File: src/hdl/conv_host_pkg.sv
package conv_host_pkg;

   // ----------------------------------------------------------------
   // Timing.
   // ----------------------------------------------------------------
   localparam int CLK_PERIOD_NS    = 50;
   localparam int ACQ_NS           = 160;
   localparam int WR_PULSE_NS      = 250;
   localparam int WR_TO_RD_NS      = 250;
   localparam int READ_ACCESS_NS   = 160;
   localparam int CONV_TOTAL_NS    = 660;
   localparam int RDY_TIMEOUT_NS   = 5000;
   localparam int ACQ_CYC          = (ACQ_NS + CLK_PERIOD_NS - 1) / CLK_PERIOD_NS;
   localparam int WR_PULSE_CYC     = (WR_PULSE_NS + CLK_PERIOD_NS - 1) / CLK_PERIOD_NS;
   localparam int WR_TO_RD_CYC     = (WR_TO_RD_NS + CLK_PERIOD_NS - 1) / CLK_PERIOD_NS;
   localparam int READ_ACCESS_CYC  = (READ_ACCESS_NS + CLK_PERIOD_NS - 1) / CLK_PERIOD_NS;
   localparam int CONV_TOTAL_CYC   = (CONV_TOTAL_NS + CLK_PERIOD_NS - 1) / CLK_PERIOD_NS;
   localparam int RDY_TIMEOUT_CYC  = RDY_TIMEOUT_NS / CLK_PERIOD_NS;
   localparam int CNT_W            = 8;

   // ----------------------------------------------------------------
   // Protocol options.
   // ----------------------------------------------------------------
   localparam logic [1:0] OPT_INTERNAL = 2'h0;
   localparam logic [1:0] OPT_EARLY    = 2'h1;
   localparam logic [1:0] OPT_PIPE     = 2'h2;

   typedef enum logic [3:0] {
      ST_IDLE, ST_ACQ, ST_RD_WAIT, ST_RD_HOLD, ST_WR_LOW,
      ST_WR_GAP, ST_WAIT_DONE, ST_READ, ST_END
   } state_t;

   typedef struct packed {
      logic       start;
      logic       mode_wr;
      logic [1:0] option;
      logic [2:0] channel;
   } request_t;

   typedef struct packed {
      state_t           st;
      logic [CNT_W-1:0] cnt;
      logic             cs_n;
      logic             rd_n;
      logic             wr_n;
      logic             mode;
      logic [2:0]       addr;
      logic [1:0]       option;
      logic [7:0]       data;
      logic             valid;
      logic             busy;
      logic             timeout;
      logic             primed;
      logic             discard;
      logic [2:0]       rdy_s;
      logic [2:0]       done_s;
      logic             rdy_f;
      logic             done_f;
   } host_state_t;

endpackage

File: src/hdl/conv_host.sv
// Functional notes
// MODE pin low selects read protocol, high selects write-then-read protocol.
// Device decodes channel address bits as binary input index.
// Read mode: host starts conversion by lowering chip select and read.
// Read mode: host holds read low until result appears.
// Read mode: shared write/ready pin is open-drain ready output.
// Ready goes low after chip select falls, high at conversion end.
// Done output asserts at end, clears on rising chip select or read.
// Selected input must be tracked for acquisition interval before conversion.
// Write-read mode: falling write strobe starts conversion.
// Rising write latches upper four bits, starts lower nibble conversion.
// At end, done goes low and lower four bits latch.
// Host waits acquisition interval after done falls before next write.
// Internal delay: host waits for done, then reads with read strobe.
// Device clears done on rising chip select or read strobe.
// Fastest option: read lowered after write rises, before done falls.
// Early read completes conversion immediately and enables output drivers.
// Early read: done asserts after read falls, clears on its rise.
// Write width plus write-to-read plus access equals conversion time.
// Pipelined operation ties write strobe and read strobe together.
// Pipelined: one joined pulse starts conversion and returns previous result.
// Lower reference gives code zero, upper reference gives all ones.
// After power-up host does one dummy conversion, discarding its data.
// Chip select must be low for device to respond to strobes.
// Data outputs are high impedance unless chip select and read low; the device model drives the inverted latch instead.
`timescale 1ns/1ps
module conv_host
   import conv_host_pkg::*;
(
   // Clock and reset
   input  wire logic       CLOCK,
   input  wire logic       RST_N,
   // User side
   input  wire request_t   REQ,
   output logic            BUSY,
   output logic            RESULT_VALID,
   output logic [7:0]      RESULT,
   output logic            TIMEOUT,
   // Converter pins
   output logic            MODE,
   output logic            CS_N,
   output logic            RD_N,
   output logic            WR_N,
   output logic            WR_N_OE,
   input  wire logic       RDY,
   input  wire logic       DONE_N,
   input  wire logic [7:0] RESULT_BUS,
   output logic [2:0]      CHANNEL_ADDR
);

   host_state_t s_r;
   host_state_t s_nxt;
   logic        rdy_q;
   logic        done_q;
   logic        cnt_zero;

   // Second and third stages agree before a pin change counts.
   // A lone disagreeing sample keeps the last accepted level, so glitches are ignored.
   assign rdy_q    = (s_r.rdy_s[1] == s_r.rdy_s[2]) ? s_r.rdy_s[2] : s_r.rdy_f;
   assign done_q   = (s_r.done_s[1] == s_r.done_s[2]) ? s_r.done_s[2] : s_r.done_f;
   assign cnt_zero = (s_r.cnt == '0);

   // ----------------------------------------------------------------
   // Sequencer.
   // ----------------------------------------------------------------
   always_comb begin
      s_nxt        = s_r;
      s_nxt.valid  = 1'b0;
      s_nxt.rdy_s  = {s_r.rdy_s[1:0], RDY};
      s_nxt.done_s = {s_r.done_s[1:0], DONE_N};
      s_nxt.rdy_f  = rdy_q;
      s_nxt.done_f = done_q;
      if (!cnt_zero) begin
         s_nxt.cnt = s_r.cnt - 1'b1;
      end
      unique case (s_r.st)
         ST_IDLE: begin
            s_nxt.busy = 1'b0;
            if (REQ.start || !s_r.primed) begin
               s_nxt.busy    = 1'b1;
               s_nxt.timeout = 1'b0;
               // dummy first conversion
               s_nxt.discard = !s_r.primed;
               // mode pin level
               // The dummy conversion always runs in read mode on channel 0.
               s_nxt.mode    = REQ.mode_wr & s_r.primed;
               s_nxt.option  = REQ.option;
               // binary channel index
               s_nxt.addr    = s_r.primed ? REQ.channel : 3'h0;
               // track before start
               s_nxt.cnt     = CNT_W'(ACQ_CYC - 1);
               s_nxt.st      = ST_ACQ;
            end
         end
         ST_ACQ: begin
            if (cnt_zero) begin
               // select lowered in the same cycle as the strobes
               s_nxt.cs_n = 1'b0;
               if (!s_r.mode) begin
                  // read starts conversion
                  s_nxt.rd_n = 1'b0;
                  s_nxt.cnt  = CNT_W'(RDY_TIMEOUT_CYC);
                  s_nxt.st   = ST_RD_WAIT;
               end else begin
                  // falling write starts
                  s_nxt.wr_n = 1'b0;
                  // joined strobes in pipelined use
                  if (s_r.option == OPT_PIPE) begin
                     s_nxt.rd_n = 1'b0;
                  end
                  s_nxt.cnt  = CNT_W'(WR_PULSE_CYC - 1);
                  s_nxt.st   = ST_WR_LOW;
               end
            end
         end
         ST_RD_WAIT: begin
            // ready low then released high
            if (s_r.cnt < CNT_W'(RDY_TIMEOUT_CYC - 2) && rdy_q) begin
               s_nxt.cnt = CNT_W'(READ_ACCESS_CYC - 1);
               s_nxt.st  = ST_RD_HOLD;
            end else if (cnt_zero) begin
               s_nxt.timeout = 1'b1;
               s_nxt.st      = ST_END;
            end
         end
         ST_RD_HOLD: begin
            // read held until data valid
            if (cnt_zero) begin
               s_nxt.data = RESULT_BUS;
               s_nxt.st   = ST_END;
            end
         end
         ST_WR_LOW: begin
            if (cnt_zero) begin
               // rising write latches upper nibble
               s_nxt.wr_n = 1'b1;
               if (s_r.option == OPT_PIPE) begin
                  // previous result read in the same pulse
                  s_nxt.data = RESULT_BUS;
                  s_nxt.rd_n = 1'b1;
                  s_nxt.st   = ST_END;
               end else if (s_r.option == OPT_EARLY) begin
                  s_nxt.cnt = CNT_W'(WR_TO_RD_CYC - 1);
                  s_nxt.st  = ST_WR_GAP;
               end else begin
                  s_nxt.cnt = CNT_W'(RDY_TIMEOUT_CYC);
                  s_nxt.st  = ST_WAIT_DONE;
               end
            end
         end
         ST_WR_GAP: begin
            // read before internal delay ends
            if (cnt_zero) begin
               s_nxt.rd_n = 1'b0;
               // access closes the conversion time
               s_nxt.cnt  = CNT_W'(READ_ACCESS_CYC - 1);
               s_nxt.st   = ST_READ;
            end
         end
         ST_WAIT_DONE: begin
            // wait for done, then read
            if (!done_q) begin
               s_nxt.rd_n = 1'b0;
               s_nxt.cnt  = CNT_W'(READ_ACCESS_CYC - 1);
               s_nxt.st   = ST_READ;
            end else if (cnt_zero) begin
               s_nxt.timeout = 1'b1;
               s_nxt.st      = ST_END;
            end
         end
         ST_READ: begin
            if (cnt_zero) begin
               s_nxt.data = RESULT_BUS;
               s_nxt.st   = ST_END;
            end
         end
         ST_END: begin
            // rising strobes clear done
            s_nxt.rd_n   = 1'b1;
            s_nxt.wr_n   = 1'b1;
            s_nxt.cs_n   = 1'b1;
            s_nxt.primed = 1'b1;
            s_nxt.valid  = !s_r.discard && !s_r.timeout;
            // acquisition gap before next write
            s_nxt.cnt    = CNT_W'(ACQ_CYC);
            s_nxt.st     = ST_IDLE;
         end
      endcase
      // A new request is not taken in idle until the gap has elapsed; BUSY stays high meanwhile.
      if (s_r.st == ST_IDLE && !cnt_zero) begin
         s_nxt.st   = ST_IDLE;
         s_nxt.cnt  = s_r.cnt - 1'b1;
         s_nxt.busy = 1'b1;
         s_nxt.mode = s_r.mode;
         s_nxt.addr = s_r.addr;
         s_nxt.option = s_r.option;
         s_nxt.discard = s_r.discard;
         s_nxt.timeout = s_r.timeout;
      end
   end

   always_ff @(posedge CLOCK or negedge RST_N) begin
      if (!RST_N) begin
         s_r         <= '0;
         s_r.st      <= ST_IDLE;
         s_r.cs_n    <= 1'b1;
         s_r.rd_n    <= 1'b1;
         s_r.wr_n    <= 1'b1;
         s_r.busy    <= 1'b1;
         s_r.rdy_s   <= 3'h7;
         s_r.done_s  <= 3'h7;
         s_r.rdy_f   <= 1'b1;
         s_r.done_f  <= 1'b1;
      end else begin
         s_r <= s_nxt;
      end
   end

   // ----------------------------------------------------------------
   // Outputs.
   // ----------------------------------------------------------------
   assign MODE         = s_r.mode;
   assign CS_N         = s_r.cs_n;
   assign RD_N         = s_r.rd_n;
   assign WR_N         = s_r.wr_n;
   // read mode leaves the pin to the device's open-drain ready.
   assign WR_N_OE      = s_r.mode;
   assign CHANNEL_ADDR = s_r.addr;
   // code is passed on untouched, zero to all ones.
   assign RESULT       = s_r.data;
   assign RESULT_VALID = s_r.valid;
   assign BUSY         = s_r.busy;
   assign TIMEOUT      = s_r.timeout;
endmodule

File: config.mk
export PLATFORM = sky130hd
export DESIGN_NAME = conv_host
export DESIGN_NICKNAME = d
export VERILOG_FILES = /design/src/hdl/conv_host_pkg.sv /design/src/hdl/conv_host.sv
export SDC_FILE = /design/constraint.sdc
export NUM_CORES = 1
export LEC_CHECK = 0
export BUFFER_PORTS_ARGS = -buffer_cell sky130_fd_sc_hd__buf_4
export CAP_MARGIN = 20
export CORE_ASPECT_RATIO = 1.75
export CORE_MARGIN = 5
export CORE_UTILIZATION = 61
export CTS_CLUSTER_DIAMETER = 150
export CTS_CLUSTER_SIZE = 14
export DETAILED_ROUTE_END_ITERATION = 12
export PLACE_DENSITY = 0.85
export SKIP_LAST_GASP = 1
export SYNTH_ARGS = -nofsm -noshare
export SYNTH_HDL_FRONTEND = slang
export SYNTH_SLANG_ARGS = --single-unit
File: constraint.sdc
create_clock -name CLOCK -period 6.4 [get_ports CLOCK]
set_clock_uncertainty 0.1 [all_clocks]
set_input_delay 0.32 -clock CLOCK [delete_from_list [all_inputs] [get_ports CLOCK]]
set_output_delay 0.32 -clock CLOCK [all_outputs]
set_load 0.005 [all_outputs]
==> reports/qor.csv, run 1 <==
stage;metric;value;unit
outcome;outcome;completed;
final_layout;post-route cell area;2680;sq um
synth;Yosys Warn Count;0;
final_layout;Fillers;310;
worst_setup_path;CP Data Arrival Time;3280;ps
final_layout;Area Overhead vs Synth;11.6;%
worst_setup_path;required time of the critical path;6470;ps
clocking;Clock transition at path regs;80;ps
worst_setup_path;most frequent CP cell;ha_1;
clocking;Clk Latency, worst-skew pair;300;ps
placement;I/O Buffers;37;
final_layout;nets@finish;296;
grt;Total GRT Usage;0.213;
worst_setup_path;Crit Path Class;flip-flop to flip-flop;
grt;largest net degree at the start of global routing;43;
detailed_routing;drt drc;0;
worst_hold_path;worst hold-check path type;primary input to flip-flop;
detailed_routing;WL final;5520;um
clocking;Post-CTS Resized;0;
synth;asr flop ratio synth;1.00;
worst_setup_path;CP Launch Type;flip-flop;
die;Rows;30;
sta;Max-Slew Margin vs Limit;0.497;
final_layout;ant diodes;0;
clocking;Sink Count;42;
sta;Tightest Pin Transition;755;ps
die;Die X;57.4;um
synth;Synth Area per Inst;9.56;sq um
clocking;Post-CTS Repair Setup Buffers;0;
sta;Fmax;312;MHz
sta;Final min period;3210;ps
synth;Synth Area in Compound Gates;0.165;
pwr;total power;1.21;mW
pwr;PwrDens;452;nW/um^2
worst_setup_path;Crit. End Element;flip-flop;
worst_setup_path;CP top delay family;simple AND/OR/NAND/NOR gates;
worst_setup_path;CP max-delay cell;and2_1;
synth;adder-cell share of the synthesized area;0.0438;
die;Die Area;5340;sq um
synth;simple-gate share of the synthesized area;0.185;
synth;syn_nets;276;
detailed_routing;WL/cell;17.2;um
worst_setup_path;worst path cell trace;inv_1 -> ha_1 -> nor4b_2 -> and2_1 -> inv_4 -> ha_1 -> nor4bb_1 -> nor3_1 -> nor2_1 -> a221oi_1 -> a31oi_1;
clocking;hold buffers post-CTS;1;
worst_setup_path;Worst path max stage delay;640;ps
clocking;CTS root buf;clkbuf_8;
detailed_routing;Initial DRC Count;113;
run;maximum capacitance violations;0;
die;initial core utilization;0.627;
die;core area;3830;sq um
die;I/O pin count;38;
clocking;clock buffer count from CTS;5;
detailed_routing;Antenna Nets Post-Route;0;
synth;Cell Area, Synth;2400;sq um
final_layout;commonest non-fill, non-tap cells in the layout;buf_4, dfrtp_1, nand2_1, nor2_1;
die;Die Span Y;93.0;um
detailed_routing;Vias/cell;6.31;
synth;post-synthesis mux area share;0.0631;
final_layout;area of the multi-input gates;1130;sq um
synth;Seq/Total Area, Yosys;0.444;
clocking;clock tree buffer depth;2;
pwr;leakage power;1.19;nW
placement;gpl congestion;0.934;
sta;Final Setup Violations;0;
grt;initial antenna violation count;0;
worst_setup_path;worst-path maximum fanout;19;
final_layout;register area;1070;sq um
final_layout;commonest non-fill, non-tap cell in the layout;buf_4;
synth;synth unique cells;51;
synth;Post-synth EDFFs;0;
synth;register bit total from synthesis;42;
grt;first-pass GRT wire length;8770;um
grt;vias in the first global route;1927;
detailed_routing;Via Count;2020;
synth;top_reg_cell synth;dfrtp_1;
synth;largest family of logic cells by synthesized area;simple AND/OR/NAND/NOR gates;
clocking;H-tree depth;2;
worst_setup_path;crit path buf inv count;2;
pwr;Peak VDD IR;0.337;mV
detailed_routing;TritonRoute pass-1 iters;6;
sta;RSZ-0062 raised after global routing;no;
clocking;CTS tree;done;
synth;Gate Count Post-Synth;251;
sta;final count of hold timing violations;0;
grt;GRT overflow;0;
placement;detailed placement HPWL;4050;um
sta;setup_tns;0;ps
placement;cell area after placement;2580;sq um
final_layout;layout cells sized above 1;0.287;
synth;Post-Synth XOR/XNOR Area;0.0146;
sta;final worst-path cycle share;0.501;
sta;Max Transition Viols Final;0;
## cells in the mapped netlist (all sizes together) (3+ instances only)
master,count,area [sq um]
dfrtp,30,751
nand2,26,97.6
nor2,20,75.1
buf,18,130
a21oi,13,65.1
nor3,13,65.1
o21ai,13,80.1
dfstp,12,315
inv,11,43.8
mux2,11,131
clkbuf,8,30.0
nand2b,7,43.8
nand3,7,35.0
ha,6,75.1
o22ai,5,31.3
a211oi,4,42.5
a31oi,4,25.0
maj3,3,30.0
nor4,3,18.8
o211ai,3,22.5
or3,3,23.8
## worst paths after layout
check / start / end / slack (ps) / cells past startpoint
setup / recovery: s_r[30]$_DFF_PN0_ / s_r[30]$_DFF_PN0_ / 3190 / 11
hold / removal: RDY / s_nxt[6]$_DFF_PN1_ / 20 / 1
setup reg to reg: s_r[30]$_DFF_PN0_ / s_r[30]$_DFF_PN0_ / 3190 / 11
hold reg to reg: s_nxt[3]$_DFF_PN1_ / s_nxt[4]$_DFF_PN1_ / 250 / 0
max in group asynchronous: RST_N / CS_N$_DFFE_PN1P_ / 5400 / 2
min in group asynchronous: RST_N / CHANNEL_ADDR[2]$_DFFE_PN0P_ / 430 / 2
## where the power goes
part | internal [mW] | total [mW] | switching [mW] | leakage [nW]
combinational | 0.270 | 0.568 | 0.298 | 0.642
sequential | 0.359 | 0.472 | 0.112 | 0.508
clock | 0.0770 | 0.170 | 0.0931 | 0.0452
total | 0.706 | 1.21 | 0.504 | 1.19
## routing by layer
layer | GRT usage | up-vias | wire [um]
li1 | - | 914 | -
met1 | 0.225 | 953 | 1880
met2 | 0.380 | 126 | 3000
met3 | 0.0387 | 27 | 397
met4 | 0.130 | 0 | 239
met5 | 0 | - | 0
## state kept, by name, indices dropped and copies added, names as in the netlist
register,count
s_nxt,4
TIMEOUT,1
CS_N,1
WR_N,1
BUSY,1
MODE,1
RESULT,8
RD_N,1
CHANNEL_ADDR,3
RESULT_VALID,1
s_r,20
## logic make-up (layout without fill, tap and decap cells)
| kind of cell | after synthesis | count (layout) |
|---|---|---|
| buf+inv | 37 | 58 |
| flops | 42 | 42 |
| mux | 13 | 13 |
| fa+ha+maj | 9 | 9 |
| xor+xnor | 4 | 4 |
| simple gates | 89 | 89 |
| compound gates | 57 | 57 |
## stage by stage
stage	setup slack, ps	hold slack [ps]	std cells	utilization
final	3190	23.8	320	0.700
after global placement	3330	228	310	0.673
after detailed placement	3240	232	310	0.673
after floorplan	3770	-75.6	251	-
after global routing	2910	5.41	320	0.700
after CTS	3230	17.5	319	0.698
## layout make-up
class,instances,share of cell area
clock buffer,6,0.0271
tap,48,0.0224
multi-input combinational,172,0.422
sequential,42,0.398
inverter,11,0.0163
timing repair buffer,39,0.109
clock inverter,2,0.00514
Power figures use the tool's default switching activity.
==> inputs of run 2 (changes only) <==
CORE_UTILIZATION = 51   (was 61)
PLACE_DENSITY = 0.76   (was 0.85)
clock period = 2.69 ns   (was 6.4 ns; I/O delays follow)
==> run 2 against run 1 <==
  * Die area increased by 17%
  * First-iteration DRC count decreased by 19%
  * Global-route usage decreased by 1.2 points
  * Power increased to 2.5 times the previous value
  * Core utilization decreased by 6.7 points
  * Largest cell class unchanged
  * Clock-buffer cell count unchanged
  * Via count decreased by 0.30%
  * Wire length increased by 2.0%
==> reports/qor.csv, run 2 (same netlist as run 1, synthesis figures left out) <==
stage;metric;value;unit
outcome;outcome;completed;
grt;Total GRT Usage;0.202;
final_layout;post-route cell area;2930;sq um
pwr;Peak VDD IR;0.636;mV
clocking;CTS root buf;clkbuf_8;
sta;Fmax;408;MHz
sta;setup_tns;0;ps
worst_setup_path;Crit Path Class;flip-flop to flip-flop;
sta;final count of hold timing violations;0;
die;initial core utilization;0.519;
final_layout;Area Overhead vs Synth;22.0;%
worst_setup_path;required time of the critical path;2770;ps
final_layout;layout cells sized above 1;0.296;
placement;gpl congestion;0.864;
worst_setup_path;Worst path max stage delay;420;ps
final_layout;Fillers;391;
grt;first-pass GRT wire length;9270;um
worst_setup_path;CP top delay family;simple AND/OR/NAND/NOR gates;
placement;detailed placement HPWL;4050;um
sta;Max-Slew Margin vs Limit;0.519;
detailed_routing;Antenna Nets Post-Route;0;
die;Die Area;6230;sq um
worst_setup_path;CP max-delay cell;dfrtp_1;
worst_setup_path;worst-path maximum fanout;5;
final_layout;area of the multi-input gates;1140;sq um
sta;RSZ-0062 raised after global routing;no;
worst_setup_path;CP Launch Type;flip-flop;
clocking;clock tree buffer depth;2;
detailed_routing;TritonRoute pass-1 iters;4;
worst_setup_path;Crit. End Element;flip-flop;
clocking;H-tree depth;2;
final_layout;ant diodes;0;
detailed_routing;Initial DRC Count;92;
final_layout;nets@finish;318;
placement;cell area after placement;2640;sq um
final_layout;commonest non-fill, non-tap cells in the layout;buf_4, dfrtp_1, nand2_1, nor2_1, dlygate4sd3_1;
grt;largest net degree at the start of global routing;43;
die;Die Span Y;101;um
worst_setup_path;worst path cell trace;inv_1 -> ha_2 -> nor4b_4 -> and2_4 -> inv_4 -> ha_1 -> nor4bb_1 -> nor3_1 -> nor2_1 -> a221oi_1 -> a31oi_1;
grt;initial antenna violation count;0;
detailed_routing;Vias/cell;5.82;
final_layout;Biggest register;s_r;
final_layout;max reg flops;20;
clocking;Clk Latency, worst-skew pair;290;ps
worst_hold_path;worst hold-check path type;primary input to flip-flop;
detailed_routing;drt drc;0;
clocking;Clock transition at path regs;80;ps
worst_setup_path;crit path buf inv count;2;
sta;Final min period;2450;ps
sta;final worst-path cycle share;0.911;
placement;I/O Buffers;37;
pwr;PwrDens;1040;nW/um^2
die;core area;4620;sq um
worst_setup_path;CP Data Arrival Time;2530;ps
final_layout;register area;1070;sq um
sta;Max Transition Viols Final;0;
detailed_routing;WL final;5630;um
worst_setup_path;FF-to-FF setup slack;240;ps
clocking;clock buffer count from CTS;5;
sta;WHS;18.7;ps
clocking;CTS tree;done;
grt;vias in the first global route;1931;
clocking;Post-CTS Repair Setup Buffers;0;
run;maximum capacitance violations;0;
die;Rows;33;
final_layout;commonest non-fill, non-tap cell in the layout;buf_4;
die;I/O pin count;38;
die;Die X;61.9;um
clocking;Sink Count;42;
detailed_routing;Via Count;2014;
sta;Tightest Pin Transition;721;ps
pwr;leakage power;1.30;nW
sta;Final Setup Violations;0;
detailed_routing;WL/cell;16.3;um
grt;GRT overflow;0;
run 2: cell count changes in the layout (fill, tap and decap cells not counted), sizes merged:
cell | previous run | this run
clkinv | 2 | 0
bufinv | 0 | 1
buf | 37 | 45
clkinvlp | 0 | 1
dlygate4sd3 | 1 | 16
clkbuf | 7 | 6
run 2: final timing paths:
check                                   startpoint                           to  cells after the start
worst max-delay path             s_r[30]$_DFF_PN0_            s_r[30]$_DFF_PN0_                     11
worst min-delay path                        REQ[2]  CHANNEL_ADDR[2]$_DFFE_PN0P_                      3
worst max register to register   s_r[30]$_DFF_PN0_            s_r[30]$_DFF_PN0_                     11
worst min register to register  s_nxt[6]$_DFF_PN1_           s_nxt[7]$_DFF_PN1_                      0
max in group asynchronous                    RST_N           s_nxt[4]$_DFF_PN1_                      2
min in group asynchronous                    RST_N            s_r[30]$_DFF_PN0_                      2
run 2: metrics by stage:
step,instances,power [mW],worst slack (ps),utilization
finish,346,3.05,238,0.633
global route,346,3.29,7.49,0.633
CTS,346,3.03,114,0.630
detailed placement,322,2.51,132,0.571
global placement,322,2.47,246,0.571
floorplan,251,2.11,55.8,-
run 2: layout make-up:
type                    count  area share
clock inverters             2      0.0128
multi-input cells         172       0.391
repair buffers             61       0.170
clock buffers               6      0.0248
flip-flops and latches     42       0.364
well taps                  52      0.0222
inverters                  11      0.0150
run 2: worst min-delay path, stage by stage:
cell	delay, ps
buf_4	110
nand2_1	60
o21ai_1	70
run 2: repair_timing:
item,in CTS,in global routing
hold buffers,16,0
hold endpoints to repair,45,0
endpoints found under the setup margin,0,1
gates resized for setup,0,3
run 2: report_power, final:
| group | total, mW | internal, mW | switching [mW] |
|---|---|---|---|
| registers | 1.08 | 0.856 | 0.220 |
| clock network | 0.494 | 0.277 | 0.217 |
| logic | 1.48 | 0.718 | 0.764 |
run 2: per-layer routing:
layer,vias up,track usage,wire [um]
met3,17,0.0462,349
met5,-,0,0
li1,957,-,-
met4,0,0.0817,197
met2,85,0.357,3100
met1,955,0.221,1980
==> inputs of run 3 (changes only) <==
ABC_AREA = 1   (was unset)
BUFFER_PORTS_ARGS = -buffer_cell sky130_fd_sc_hd__buf_2   (was -buffer_cell sky130_fd_sc_hd__buf_4)
==> run 3 against run 2 <==
  * Clock power fell by 16%
  * Fmax up 9.9%
  * Synthesized area is 3.1% higher
  * First-iteration DRC count fell by 26%
  * Synthesized cell count is 31% higher
  * Sequential cell count unchanged
  * Largest cell class unchanged
  * Worst setup slack better by 220 ps
  * Critical endpoint unchanged
==> reports/qor.csv, run 3 <==
stage;metric;value;unit
final_layout;nets@finish;403;
worst_setup_path;r2r startpoint;s_r[30]$_DFF_PN0_;
pwr;total power;1.14;mW
clocking;CTS root buf;clkbuf_8;
final_layout;max reg flops;20;
final_layout;layout cells sized above 1;0.198;
detailed_routing;Via Count;2244;
worst_hold_path;worst hold path endpoint;s_r[38]$_DFFE_PN0P_;
worst_setup_path;Crit Path Class;flip-flop to flip-flop;
placement;Post-Place Worst Slack;470;ps
detailed_routing;Initial DRC Count;68;
grt;GRT overflow;0;
worst_setup_path;worst-path maximum fanout;7;
sta;final worst-path cycle share;0.830;
grt;largest net degree at the start of global routing;43;
detailed_routing;TritonRoute pass-1 iters;5;
detailed_routing;WL/cell;14.3;um
synth;Synth area leaders;dfrtp_1, nand2_1, dfstp_2;
synth;largest area contributor in the netlist;dfrtp_1;
sta;Fmax;448;MHz
clocking;clock buffer count from CTS;5;
sta;Tightest Pin Transition;896;ps
die;core area;4710;sq um
placement;cell area after placement;2630;sq um
clocking;H-tree depth;2;
run;maximum capacitance violations;0;
clocking;Clk Latency, worst-skew pair;300;ps
sta;Max-Slew Margin vs Limit;0.402;
final_layout;post-route cell area;2890;sq um
final_layout;Area Overhead vs Synth;16.9;%
worst_setup_path;reg2reg end;s_r[30]$_DFF_PN0_;
sta;setup_tns;0;ps
worst_setup_path;CP max-delay cell;dfrtp_1;
detailed_routing;Vias/cell;5.21;
detailed_routing;Antenna Nets Post-Route;0;
placement;gpl congestion;0.929;
placement;placed cell count;406;
die;Die Area;6400;sq um
final_layout;commonest non-fill, non-tap cells in the layout;nand2_1, inv_1, buf_2, nor2_1, nand3_1;
final_layout;commonest non-fill, non-tap cell in the layout;nand2_1;
worst_hold_path;Hold Crit Start;REQ[6];
pwr;Peak VDD IR;0.519;mV
synth;Post-synth EDFFs;0;
die;Die Span Y;102;um
worst_setup_path;crit path buf inv count;3;
grt;Total GRT Usage;0.214;
worst_setup_path;r2r worst-path depth;13;
worst_setup_path;CP Launch Type;flip-flop;
worst_setup_path;CP Data Arrival Time;2310;ps
outcome;outcome;completed;
final_layout;Non-Filler Instances;431;
synth;register bit total from synthesis;42;
worst_hold_path;worst hold-check path type;primary input to flip-flop;
synth;Cell Area, Synth;2470;sq um
placement;detailed placement HPWL;4720;um
worst_setup_path;worst path cell trace;inv_1 -> ha_1 -> nand3_2 -> nor3_4 -> inv_2 -> ha_1 -> inv_1 -> nand3_1 -> nand3_1 -> nor2_1 -> nand2_1 -> nor2_1 -> a21oi_1;
die;Die X;62.6;um
die;Rows;33;
worst_setup_path;Worst path max stage delay;410;ps
synth;synth unique cells;33;
worst_setup_path;required time of the critical path;2770;ps
synth;Seq/Total Area, Yosys;0.431;
die;I/O pin count;38;
grt;initial antenna violation count;0;
sta;final count of hold timing violations;0;
synth;most frequent cells after synthesis;nand2_1, inv_1, nor2_1, nand3_1, dfrtp_1;
grt;vias in the first global route;2489;
detailed_routing;WL final;6180;um
synth;Gate Count Post-Synth;330;
worst_setup_path;CP top delay family;simple AND/OR/NAND/NOR gates;
clocking;Post-CTS Repair Setup Buffers;0;
synth;Synth Area per Inst;7.50;sq um
worst_setup_path;Crit. End Element;flip-flop;
sta;Final Setup Violations;0;
synth;most instantiated library cell after synthesis;nand2_1;
sta;Final min period;2230;ps
worst_hold_path;hold path cells;7;
grt;first-pass GRT wire length;10900;um
synth;syn_nets;355;
die;initial core utilization;0.526;
clocking;CTS tree;done;
final_layout;Biggest register;s_r;
detailed_routing;drt drc;0;
synth;Yosys Warn Count;0;
placement;I/O Buffers;37;
sta;Setup WS post-layout;458;ps
clocking;clock tree buffer depth;2;
pwr;leakage power;1.51;nW
sta;RSZ-0062 raised after global routing;no;
clocking;Sink Count;42;
clocking;Clock transition at path regs;80;ps
worst_setup_path;FF-to-FF setup slack;460;ps
synth;asr flop ratio synth;1.00;
sta;Max Transition Viols Final;0;
synth;top_reg_cell synth;dfrtp_1;
final_layout;ant diodes;0;
pwr;PwrDens;395;nW/um^2
synth;Synth top area share;0.303;
[run 3: worst reg2reg max path: stages (launching register included)]
cell     delay, ps
dfrtp_1        410
inv_1          130
ha_1           250
nand3_2        160
nor3_4         170
inv_2          130
ha_1           290
inv_1           50
nand3_1         80
nand3_1         70
nor2_1          80
nand2_1         50
nor2_1          80
a21oi_1         70
[run 3: where the power goes]
| group | leakage [nW] | switching [mW] | internal, mW |
|---|---|---|---|
| Sequential | 0.476 | 0.00830 | 0.651 |
| Clock | 0.0482 | 0.207 | 0.207 |
| Combinational | 0.985 | 0.0339 | 0.0364 |
[run 3: metrics by stage]
step	util	hold WS, ps
floorplan	-	-261
global placement	0.559	140
detailed placement	0.559	150
CTS	0.615	161
global route	0.615	205
finish	0.615	151
[run 3: repair_timing]
| item | 4_1_cts | 5_1_grt |
|---|---|---|
| hold buffers | 17 | 0 |
| resized for setup | 0 | 0 |
| setup endpoints to repair | 0 | 0 |
| hold endpoints to repair | 46 | 0 |
[run 3: kinds of logic after synthesis]
family	Yosys count	share of synthesized area
and+or+nand+nor	188	0.347
buffers and inverters	60	0.111
DFF	42	0.431
AOI/OAI and AO/OA	30	0.0658
adders and majority gates	6	0.0303
xor gates and xnor gates	4	0.0142
[run 3: routing by layer]
metal / global-route usage / up-vias / wire, um
li1: - / 1119 / -
met1: 0.205 / 1017 / 2210
met2: 0.411 / 84 / 3330
met3: 0.0396 / 24 / 307
met4: 0.134 / 0 / 330
met5: 0 / - / 0
[run 3: final cells by class]
type	count	area [sq um]
timing repair buffer	55	363
sequential	42	1070
tap	52	65.1
inverter	46	175
clock buffer	7	86.3
fill	421	1810
multi-input combinational	228	1130
clock inverter	1	5.00
[run 3: worst max path at each step]
stage	cells after the start	from	to	slack, ps
2_1_floorplan	13	s_r[30]$_DFF_PN0_	s_r[30]$_DFF_PN0_	610
3_3_place_gp	13	s_r[30]$_DFF_PN0_	s_r[30]$_DFF_PN0_	530
3_5_place_dp	13	s_r[30]$_DFF_PN0_	s_r[30]$_DFF_PN0_	470
4_1_cts	13	s_r[30]$_DFF_PN0_	s_r[30]$_DFF_PN0_	460
5_1_grt	13	s_r[30]$_DFF_PN0_	s_r[30]$_DFF_PN0_	180
6_report	13	s_r[30]$_DFF_PN0_	s_r[30]$_DFF_PN0_	460
